[config.mk]
export PLATFORM = sky130hd
export DESIGN_NAME = hpsip_top
export DESIGN_NICKNAME = d
export VERILOG_FILES = /design/src/logic/hpsip_pkg.sv /design/src/logic/hpsip_led_drv.sv /design/src/logic/hpsip_top.sv
export SDC_FILE = /design/constraint.sdc
export NUM_CORES = 1
export LEC_CHECK = 0
export BUFFER_PORTS_ARGS = -buffer_cell sky130_fd_sc_hd__clkbuf_2
export CORE_UTILIZATION = 52
export CTS_CLUSTER_DIAMETER = 120
export DETAILED_ROUTE_END_ITERATION = 6
export PLACE_DENSITY_LB_ADDON = 0.08
export SYNTH_ARGS = -nofsm -noshare
export SYNTH_HDL_FRONTEND = slang
export SYNTH_HIERARCHICAL = 1
export SYNTH_SLANG_ARGS = --single-unit
[constraint.sdc]
create_clock -name MCLK -period 3.1 [get_ports MCLK]
set_input_delay 0.465 -clock MCLK [delete_from_list [all_inputs] [get_ports MCLK]]
set_output_delay 0.465 -clock MCLK [all_outputs]
set_load 0.02 [all_outputs]
[src/logic/hpsip_pkg.sv]
// Constants and types shared by the hub port strap and indicator pin logic
package hpsip_pkg;
   localparam int HPSIP_PORTS = 7;
   // Avalon-MM register word addresses (byte address = word * 4)
   localparam logic [3:0] HPSIP_REG_CTRL = 4'h0;
   localparam logic [3:0] HPSIP_REG_PWR = 4'h1;
   localparam logic [3:0] HPSIP_REG_LED = 4'h2;
   localparam logic [3:0] HPSIP_REG_STRAP = 4'h3;
   localparam logic [3:0] HPSIP_REG_STATUS = 4'h4;
   // Control register fields
   localparam int HPSIP_CTRL_DIS_EN = 0;
   localparam int HPSIP_CTRL_SWP_EN = 1;
   localparam int HPSIP_CTRL_LED_EN = 2;
   localparam int HPSIP_CTRL_CONN_EN = 3;
   localparam logic [3:0] HPSIP_CTRL_RESET = 4'hF;
   // Strap register fields
   localparam int HPSIP_STRAP_SWP_LSB = 8;
   // Status register fields
   localparam int HPSIP_STAT_VBUS = 0;
   localparam int HPSIP_STAT_PULLUP = 1;
   localparam int HPSIP_STAT_DONE = 2;
   // Settle cycles, after one reset-exit cycle, before strap capture, lets pads settle
   localparam logic [3:0] HPSIP_STRAP_DELAY = 4'h4;
   localparam logic [31:0] HPSIP_UNMAPPED = 32'h00000000;
   typedef enum logic [2:0] {
      HPSIP_IN_RESET = 3'b001,
      HPSIP_SETTLE = 3'b010,
      HPSIP_RUN = 3'b100
   } hpsip_state_e;
endpackage

[src/logic/hpsip_led_drv.sv]
// Per-port indicator LED polarity and drive stage
module hpsip_led_drv
   import hpsip_pkg::*;
(
   // Clock and reset
   input wire logic clk,
   input wire logic rst,
   // Control
   input wire logic led_enable,
   input wire logic [HPSIP_PORTS-1:0] led_on,
   input wire logic [HPSIP_PORTS-1:0] active_low,
   input wire logic run,
   // Pad
   output logic [HPSIP_PORTS-1:0] led_out,
   output logic [HPSIP_PORTS-1:0] led_oe
);
   genvar i;
   generate
      for (i = 0; i < HPSIP_PORTS; i++) begin : g_led
         // Pad stays undriven until straps are captured, else the LED
         // drive would corrupt the strap level being sampled.
         always_ff @(posedge clk) begin
            if (rst) begin
               led_out[i] <= 1'b0;
               led_oe[i] <= 1'b0;
            end else begin
               led_oe[i] <= run & led_enable;
               led_out[i] <= led_on[i] ^ active_low[i];
            end
         end
      end
   endgenerate
endmodule

[src/logic/hpsip_top.sv]
// Hub port strap capture, power enable and indicator pin logic
// Contract
// - Pins named with low-active suffix assert low; all others assert high.
// - Upstream power detect decides when the D+ connect pull-up is enabled.
// - With disable strap enabled, high port strap at reset release disables port.
// - Port power enables are driven high to power a port.
// - Indicator LEDs for ports one to seven drive with the polarity the swap strap picks when enabled.
// - With swap strap enabled, indicator pin sampled at release picks polarity.
// - Swap strap zero: normal polarity, LED active high.
// - Swap strap one: data pins exchanged, LED active low.
//
// The implementer's own choices: the Avalon-MM register port and the register offsets.
module hpsip_top
   import hpsip_pkg::*;
(
   // Clock and reset
   input wire logic MCLK,
   input wire logic RST,
   // Avalon-MM slave
   input wire logic [3:0] AVS_ADDRESS,
   input wire logic AVS_READ,
   input wire logic AVS_WRITE,
   input wire logic [31:0] AVS_WRITEDATA,
   input wire logic [3:0] AVS_BYTEENABLE,
   output logic [31:0] AVS_READDATA,
   output logic AVS_WAITREQUEST,
   // Upstream
   input wire logic UPSTREAM_POWER_DETECT,
   output logic UPSTREAM_PULLUP_EN,
   // Downstream strap pins
   input wire logic [HPSIP_PORTS-1:0] PORT_DISABLE_STRAP_PLUS,
   input wire logic [HPSIP_PORTS-1:0] PORT_DISABLE_STRAP_MINUS,
   // Indicator pins, also polarity swap straps
   input wire logic [HPSIP_PORTS-1:0] PORT_INDICATOR_LED_IN,
   output logic [HPSIP_PORTS-1:0] PORT_INDICATOR_LED_OUT,
   output logic [HPSIP_PORTS-1:0] PORT_INDICATOR_LED_OE,
   // Port control
   output logic [HPSIP_PORTS-1:0] PORT_POWER_ENABLE,
   output logic [HPSIP_PORTS-1:0] PORT_DISABLED,
   output logic [HPSIP_PORTS-1:0] PORT_POLARITY_SWAPPED
);
   hpsip_state_e state;
   logic [3:0] settle_cnt;
   logic [3:0] ctrl;
   logic [HPSIP_PORTS-1:0] pwr_req;
   logic [HPSIP_PORTS-1:0] led_req;
   logic [HPSIP_PORTS-1:0] dis_strap;
   logic [HPSIP_PORTS-1:0] swp_strap;
   logic [31:0] next_rdata;
   logic ack;
   logic run;
   logic req;
   logic capture;
   logic wr_commit;

   assign run = (state == HPSIP_RUN);
   assign req = AVS_READ | AVS_WRITE;

   // Straps are read on the last settle cycle, once per reset
   assign capture = (state == HPSIP_SETTLE) &&
                    (settle_cnt == HPSIP_STRAP_DELAY - 4'h1);

   // A write commits only on the edge at which waitrequest is seen low
   assign wr_commit = AVS_WRITE & ack;

   // Strap capture sequencing after reset release. The pads get a few
   // cycles to settle first; ctrl writes in that time still count.
   always_ff @(posedge MCLK) begin
      if (RST) begin
         state <= HPSIP_IN_RESET;
         settle_cnt <= 4'h0;
      end else begin
         case (state)
            HPSIP_IN_RESET: begin
               state <= HPSIP_SETTLE;
               settle_cnt <= 4'h0;
            end
            HPSIP_SETTLE: begin
               settle_cnt <= settle_cnt + 4'h1;
               if (capture) begin
                  state <= HPSIP_RUN;
               end
            end
            HPSIP_RUN: begin
               state <= HPSIP_RUN;
            end
            default: begin
               state <= HPSIP_IN_RESET;
            end
         endcase
      end
   end

   // One capture stage and one set of pin flops per port
   genvar p;
   generate
      for (p = 0; p < HPSIP_PORTS; p++) begin : g_port
         // Straps taken once on leaving settle, then frozen until reset
         always_ff @(posedge MCLK) begin
            if (RST) begin
               dis_strap[p] <= 1'b0;
               swp_strap[p] <= 1'b0;
            end else if (capture) begin
               if (ctrl[HPSIP_CTRL_DIS_EN]) begin
                  // Either strap leg pulled high marks the port disabled
                  dis_strap[p] <= PORT_DISABLE_STRAP_PLUS[p] |
                                  PORT_DISABLE_STRAP_MINUS[p];
               end
               if (ctrl[HPSIP_CTRL_SWP_EN]) begin
                  swp_strap[p] <= PORT_INDICATOR_LED_IN[p];
               end
            end
         end

         // Registered port pins. Power waits for run, so a port whose
         // strap says disabled is never powered, not even for a cycle.
         always_ff @(posedge MCLK) begin
            if (RST) begin
               PORT_POWER_ENABLE[p] <= 1'b0;
               PORT_DISABLED[p] <= 1'b0;
               PORT_POLARITY_SWAPPED[p] <= 1'b0;
            end else begin
               PORT_POWER_ENABLE[p] <= run & pwr_req[p] &
                                       ~dis_strap[p];
               PORT_DISABLED[p] <= dis_strap[p];
               PORT_POLARITY_SWAPPED[p] <= swp_strap[p];
            end
         end
      end
   endgenerate

   // Connect pull-up follows the upstream power detect level
   always_ff @(posedge MCLK) begin
      if (RST) begin
         UPSTREAM_PULLUP_EN <= 1'b0;
      end else begin
         UPSTREAM_PULLUP_EN <= run & ctrl[HPSIP_CTRL_CONN_EN] &
                               UPSTREAM_POWER_DETECT;
      end
   end

   // Register writes; byte lane 0 carries every field. Writes to the
   // strap and status words and to unmapped words are dropped.
   always_ff @(posedge MCLK) begin
      if (RST) begin
         ctrl <= HPSIP_CTRL_RESET;
         pwr_req <= '0;
         led_req <= '0;
      end else if (wr_commit) begin
         if (AVS_ADDRESS == HPSIP_REG_CTRL) begin
            if (AVS_BYTEENABLE[0]) begin
               ctrl <= AVS_WRITEDATA[3:0];
            end
         end else if (AVS_ADDRESS == HPSIP_REG_PWR) begin
            if (AVS_BYTEENABLE[0]) begin
               pwr_req <= AVS_WRITEDATA[HPSIP_PORTS-1:0];
            end
         end else if (AVS_ADDRESS == HPSIP_REG_LED) begin
            if (AVS_BYTEENABLE[0]) begin
               led_req <= AVS_WRITEDATA[HPSIP_PORTS-1:0];
            end
         end
      end
   end

   // Read mux; unmapped addresses read zero
   // Status shows the detect pin live, so it may lead the pull-up bit
   always_comb begin
      next_rdata = HPSIP_UNMAPPED;
      if (AVS_ADDRESS == HPSIP_REG_CTRL) begin
         next_rdata[3:0] = ctrl;
      end else if (AVS_ADDRESS == HPSIP_REG_PWR) begin
         next_rdata[HPSIP_PORTS-1:0] = pwr_req;
      end else if (AVS_ADDRESS == HPSIP_REG_LED) begin
         next_rdata[HPSIP_PORTS-1:0] = led_req;
      end else if (AVS_ADDRESS == HPSIP_REG_STRAP) begin
         next_rdata[HPSIP_PORTS-1:0] = dis_strap;
         next_rdata[HPSIP_STRAP_SWP_LSB +: HPSIP_PORTS] = swp_strap;
      end else if (AVS_ADDRESS == HPSIP_REG_STATUS) begin
         next_rdata[HPSIP_STAT_VBUS] = UPSTREAM_POWER_DETECT;
         next_rdata[HPSIP_STAT_PULLUP] = UPSTREAM_PULLUP_EN;
         next_rdata[HPSIP_STAT_DONE] = run;
      end
   end

   // One wait cycle per access: request seen, then completed. Read data
   // is loaded on the taking edge so it stands at the completion edge.
   always_ff @(posedge MCLK) begin
      if (RST) begin
         ack <= 1'b0;
         AVS_READDATA <= '0;
      end else begin
         ack <= req & ~ack;
         if (AVS_READ && !ack) begin
            AVS_READDATA <= next_rdata;
         end
      end
   end

   // Waitrequest is high except in the completion cycle
   // Registered, so every request sees exactly one wait edge
   always_ff @(posedge MCLK) begin
      if (RST) begin
         AVS_WAITREQUEST <= 1'b1;
      end else begin
         AVS_WAITREQUEST <= ~(req & ~ack);
      end
   end

   // Swap strap one gives active-low LEDs; the LED enable bit drives pads
   // Disabled ports hold their LED at the off level
   hpsip_led_drv u_led (
      .clk(MCLK),
      .rst(RST),
      .led_enable(ctrl[HPSIP_CTRL_LED_EN]),
      .led_on(led_req & ~dis_strap),
      .active_low(swp_strap),
      .run(run),
      .led_out(PORT_INDICATOR_LED_OUT),
      .led_oe(PORT_INDICATOR_LED_OE)
   );
endmodule

==> impl_metrics.json, run 1 <==
{
  "cts_buffer_depth": 2,
  "portBuffers": 88,
  "ys_warn_count": 6,
  "critical_path_buf_inv_count": 0,
  "synth-edff-count": 0,
  "die_w_um": 83.9,
  "worstMarginPinSlew_ns": 0.781,
  "min_path_cells": 3,
  "setup_ws_ns": 1.12,
  "setup_viol": 0,
  "cts-resized-gates": 0,
  "synth-main-ff-cell": "dfxtp_1",
  "skew_ns": 0.00681,
  "start_util_pct": 54.3,
  "grt.overflow.total": 0,
  "final_cell_mix": "clkbuf_2, dfxtp_1, nor2_1",
  "relSlewSlack_pct": 47.5,
  "htreeDepth": 3,
  "cts.hold.buffers_added": 0,
  "grt_max_degree": 50,
  "drc_errors": 20,
  "synth-async-reset-ratio_pct": 0,
  "grt_pass1_vias": 2415,
  "path_depth": 5,
  "area_delta_synth_final_pct": 16.4,
  "cts_num_sinks": 85,
  "drive_gt1_share_pct": 26.6,
  "antenna_found_initial": 0,
  "cp-start-kind": "register",
  "finalCriticalPeriod_ns": 1.98,
  "finalSetupTns_ns": 0,
  "p_int_mw": 1.62,
  "fmax_mhz": 505,
  "clockPowerShare_pct": 40.6,
  "p_leak_nw": 1.75,
  "fin_nets": 507,
  "grt_first_pass_wirelength_mm": 12.1,
  "irDropWorstVdd_mv": 0.278,
  "wl_per_cell_um": 14.5,
  "core_area_sq_mm": 0.00642,
  "final_cell_count_no_fill": 521,
  "avgSynthCellArea_sq_um": 9.52,
  "postPlaceCellArea_sq_mm": 0.00384,
  "status": "finished, violations left",
  "cts_tree": "done",
  "pre_cts_ws_ns": 0.757,
  "design_area_sq_mm": 0.00406,
  "dp_hpwl_mm": 5.28,
  "routed-via-count": 2752,
  "clk_latency_ns": 0.35,
  "postSynthCellCount": 366,
  "ant_nets": 0,
  "ys_seq_area_share_pct": 48.8,
  "cp-end-kind": "register",
  "dieArea_sq_mm": 0.00704,
  "viasPerCell": 5.28,
  "holdWs_ns": 0.343,
  "firstDrtPassIters": 7,
  "ys_ff_latch": 85,
  "boundaryPins": 135,
  "crit_path_start": "settle_cnt[0]",
  "crit_slowest_cell": "nand4_1",
  "worstPathArrival_ns": 2.20,
  "path_cells": "ha_1 > nor3b_2 > nand4_1 > mux2i_1 > nor2_1",
  "grtUsageTotal_pct": 22.5,
  "wirelength_mm": 7.54,
  "die_h_um": 83.9,
  "reg2reg_from": "settle_cnt[0]",
  "period_share_pct": 63.8,
  "final_common_cell": "clkbuf_2",
  "nFillCells": 582,
  "maxCapViolCount": 0,
  "clkTransAtPathRegs_ns": 0.08,
  "min_from": "UPSTREAM_POWER_DETECT",
  "hold_class": "primary input to register",
  "ys_types": 47,
  "crit_type": "register to register",
  "powerDensity_mw_per_mm2": 524,
  "hold_viol": 0,
  "finalMaxSlewViolations": 0,
  "cts_buffers": 9,
  "violations": "DRC",
  "combinationalPowerShare_pct": 6.6,
  "routabilityCongestion": 0.897,
  "seqPwrFrac_pct": 52.7,
  "post-route-util_pct": 63.2,
  "drt-initial-drc-count": 180,
  "post_cts_buffers": 0,
  "clockRootBuffer": "clkbuf_8",
  "dp_cells": 506,
  "reg2reg_depth": 5,
  "cp.required_ns": 3.32,
  "swShare_pct": 23.6,
  "cpPeakStageDelay_ns": 0.52,
  "synth_area_sq_mm": 0.00349,
  "rsz0062_at_grt": "false",
  "path_max_fanout": 7,
  "p_switching_mw": 0.502,
  "rows": 29,
  "finalPower_mw": 2.13,
  "diodes": 0,
  "crit_family": "simple AND/OR/NAND/NOR gates"
}
## final timing paths
| path | slack [ns] | to |
|---|---|---|
| hold / removal | 0.34 | UPSTREAM_PULLUP_EN |
| setup reg to reg | 1.12 | swp_strap[1] |
| hold reg to reg | 0.49 | PORT_POWER_ENABLE[0] |
| setup / recovery | 1.12 | swp_strap[1] |
## logic make-up (layout without fill, tap and decap cells)
group                      after synthesis  after routing  synth area share, %
adders and majority gates                1              1                0.359
AOI/OAI and AO/OA                       48             48                 9.22
muxes                                   30             30                 8.76
xor gates and xnor gates                 8              8                 2.01
and+or+nand+nor                        144            144                 22.4
other                                    1             18                0.108
DFF                                     85             85                 48.8
buffers and inverters                   49            110                 8.33
## tightest hold or removal path: cells and delay by family
family	cells	cell delay (ns)
buffers and inverters	1	0.09
and+or+nand+nor	2	0.09
## per-layer routing
layer / track usage, % / vias up / wire [um]
li1: - / 1359 / -
met1: 29.9 / 1286 / 3450
met2: 36.6 / 95 / 3620
met3: 3.46 / 12 / 365
met4: 9.25 / 0 / 99
met5: 0 / - / 0
## registers in the layout, indices dropped and copies added, names as in the netlist
name	count
AVS_WAITREQUEST	1
UPSTREAM_PULLUP_EN	1
pwr_req	7
AVS_READDATA	14
settle_cnt	4
PORT_POLARITY_SWAPPED	7
PORT_POWER_ENABLE	7
PORT_DISABLED	7
led_req	7
ack	1
state	3
u_led/led_out	7
ctrl	4
u_led/led_oe	1
dis_strap	7
swp_strap	7
## cells in the mapped netlist, types with 2 or more instances
master	instances	area share, %
a211oi_1	2	0.43
a21oi_1	12	1.7
a22o_1	5	1.3
a22oi_1	13	2.8
a31oi_1	2	0.36
buf_2	7	1.0
buf_4	24	5.2
clkbuf_1	11	1.2
dfxtp_1	85	49
inv_1	5	0.54
mux2_2	4	1.3
mux2i_1	26	7.5
nand2_1	11	1.2
nand2b_1	6	1.1
nand3_1	2	0.29
nand4_1	2	0.36
nor2_1	55	5.9
nor2b_1	25	4.5
nor3_1	18	2.6
nor3b_1	7	1.5
nor3b_2	2	0.72
nor4_1	2	0.36
o21ai_0	6	0.86
o22ai_1	2	0.36
or3_1	3	0.54
or3b_2	2	0.50
xnor2_1	7	1.8
## cell type report
cell class                 count  area (sq um)  area share (%)
timing repair buffer          90           455            11.2
sequential                    85          1700            41.9
multi-input combinational    249          1560            38.6
clock buffer                  10           138            3.39
clock inverter                 5          82.6            2.04
tap                           77          96.3            2.38
inverter                       5          18.8           0.463
## power by group through the flow
stage / combinational, mW / clock, mW / sequential [mW]
2_1_floorplan: 0.117 / 0 / 1.14
3_3_place_gp: 0.138 / 0 / 1.15
3_5_place_dp: 0.140 / 0 / 1.15
4_1_cts: 0.141 / 0.877 / 1.12
5_1_grt: 0.156 / 0.932 / 1.12
6_report: 0.141 / 0.864 / 1.12
Note: power is estimated with default switching activity, not from simulation.
==> run 2: changes to the inputs <==
--- a/config.mk
+++ b/config.mk
@@ -6,7 +6,7 @@
 export NUM_CORES = 1
 export LEC_CHECK = 0
 export BUFFER_PORTS_ARGS = -buffer_cell sky130_fd_sc_hd__clkbuf_2
-export CORE_UTILIZATION = 52
+export CORE_UTILIZATION = 48
 export CTS_CLUSTER_DIAMETER = 120
 export DETAILED_ROUTE_END_ITERATION = 6
 export PLACE_DENSITY_LB_ADDON = 0.08
==> constraint.sdc (replaced) <==
create_clock -name MCLK -period 2 [get_ports MCLK]
set_input_delay 0.3 -clock MCLK [delete_from_list [all_inputs] [get_ports MCLK]]
set_output_delay 0.3 -clock MCLK [all_outputs]
set_load 0.02 [all_outputs]
==> impl_metrics.json, run 2 (same netlist as run 1, synthesis figures left out) <==
{
  "maxCapViolCount": 0,
  "critical_path_buf_inv_count": 0,
  "drc_errors": 0,
  "period_share_pct": 83.2,
  "cp-start-kind": "register",
  "dieArea_sq_mm": 0.00761,
  "cp.required_ns": 2.27,
  "clk_latency_ns": 0.35,
  "cts_buffer_depth": 2,
  "powerDensity_mw_per_mm2": 767,
  "antenna_found_initial": 0,
  "setup_viol": 0,
  "routed-via-count": 2720,
  "finalMaxSlewViolations": 0,
  "ant_nets": 0,
  "clkTransAtPathRegs_ns": 0.09,
  "rows": 30,
  "largest_register_ffs": 14,
  "portBuffers": 88,
  "viasPerCell": 4.91,
  "die_h_um": 87.2,
  "hold_class": "primary input to register",
  "boundaryPins": 135,
  "start_util_pct": 50.5,
  "crit_slowest_cell": "and4_1",
  "regArea_sq_mm": 0.00170,
  "htreeDepth": 3,
  "cp-end-kind": "register",
  "wl_per_cell_um": 13.6,
  "post-route-util_pct": 60.2,
  "routabilityCongestion": 0.884,
  "cts_buffers": 9,
  "crit_family": "simple AND/OR/NAND/NOR gates",
  "grt_first_pass_wirelength_mm": 12.2,
  "wirelength_mm": 7.55,
  "post_cts_buffers": 0,
  "max_flop_register": "AVS_READDATA",
  "core_area_sq_mm": 0.00691,
  "finalCriticalPeriod_ns": 1.66,
  "crit_type": "register to register",
  "hold_viol": 0,
  "cts.hold.buffers_added": 0,
  "diodes": 0,
  "clockRootBuffer": "clkbuf_8",
  "cts_tree": "done",
  "irDropWorstVdd_mv": 0.464,
  "p_leak_nw": 1.79,
  "grt_pass1_vias": 2483,
  "status": "completed",
  "finalSetupTns_ns": 0,
  "grt_max_degree": 50,
  "firstDrtPassIters": 4,
  "final_cell_mix": "clkbuf_2, dfxtp_1, nor2_1",
  "worstPathArrival_ns": 1.93,
  "cts-resized-gates": 0,
  "final_common_cell": "clkbuf_2",
  "drive_gt1_share_pct": 28.6,
  "path_max_fanout": 7,
  "grtUsageTotal_pct": 21.5,
  "drt-initial-drc-count": 103,
  "multi_input_area_sq_mm": 0.00156,
  "path_cells": "ha_1 > nor3b_2 > and4_1 > nor2_1 > nor3_1",
  "rsz0062_at_grt": "false",
  "fmax_mhz": 601,
  "nFillCells": 657,
  "cts_num_sinks": 85,
  "area_delta_synth_final_pct": 19.2,
  "skew_ns": 0.00868,
  "cpPeakStageDelay_ns": 0.47,
  "fin_nets": 520,
  "dp_hpwl_mm": 5.40,
  "die_w_um": 87.2,
  "grt.overflow.total": 0
}
==> run 2: layer usage <==
metal / vias to the layer above / global-route usage, % / routed length, um
met5: - / 0 / 0
met4: 0 / 7.15 / 66
met3: 5 / 5.02 / 485
met2: 101 / 35.6 / 3560
met1: 1229 / 27.8 / 3430
li1: 1385 / - / -
==> run 2: area by class of cell <==
cell class,instances,share of cell area (%)
clock inverters,6,1.72
flip-flops and latches,85,40.9
inverters,5,0.452
repair buffers,103,13.3
multi-input cells,249,37.6
clock buffers,10,3.07
well taps,96,2.89
==> run 2: worst register-to-register path, delay by kind of cell, from the launching register on <==
kind	cells	cell delay [ns]
and+or+nand+nor	4	0.95
DFF	1	0.42
adders and majority gates	1	0.22
==> run 2: where the power goes <==
group	internal, mW	leakage (nW)	switching, mW
Clock	0.588	0.0935	0.630
Sequential	1.71	0.686	0.0237
Combinational	0.0861	1.01	0.153
Total	2.38	1.79	0.807
==> run 2: path summary, 6_finish.rpt <==
check | start | cells after the start | endpoint | slack, ns
worst max register to register | settle_cnt[0] | 5 | dis_strap[2] | 0.34
worst min-delay path | UPSTREAM_POWER_DETECT | 3 | UPSTREAM_PULLUP_EN | 0.17
worst min register to register | ctrl[3] | 2 | UPSTREAM_PULLUP_EN | 0.46
worst max-delay path | settle_cnt[0] | 5 | dis_strap[2] | 0.34
==> run 2: metrics by stage <==
stage / hold slack (ns) / instance area (sq um) / setup slack (ns) / instances / power, mW
floorplan: 0.421 / 3550 / 0.403 / 383 / 1.95
global placement: 0.444 / 3960 / 0.293 / 538 / 2.00
detailed placement: 0.444 / 3960 / 0.273 / 538 / 2.01
CTS: 0.157 / 4160 / 0.306 / 554 / 3.21
global route: 0.171 / 4160 / 0.176 / 554 / 3.32
finish: 0.168 / 4160 / 0.337 / 554 / 3.19
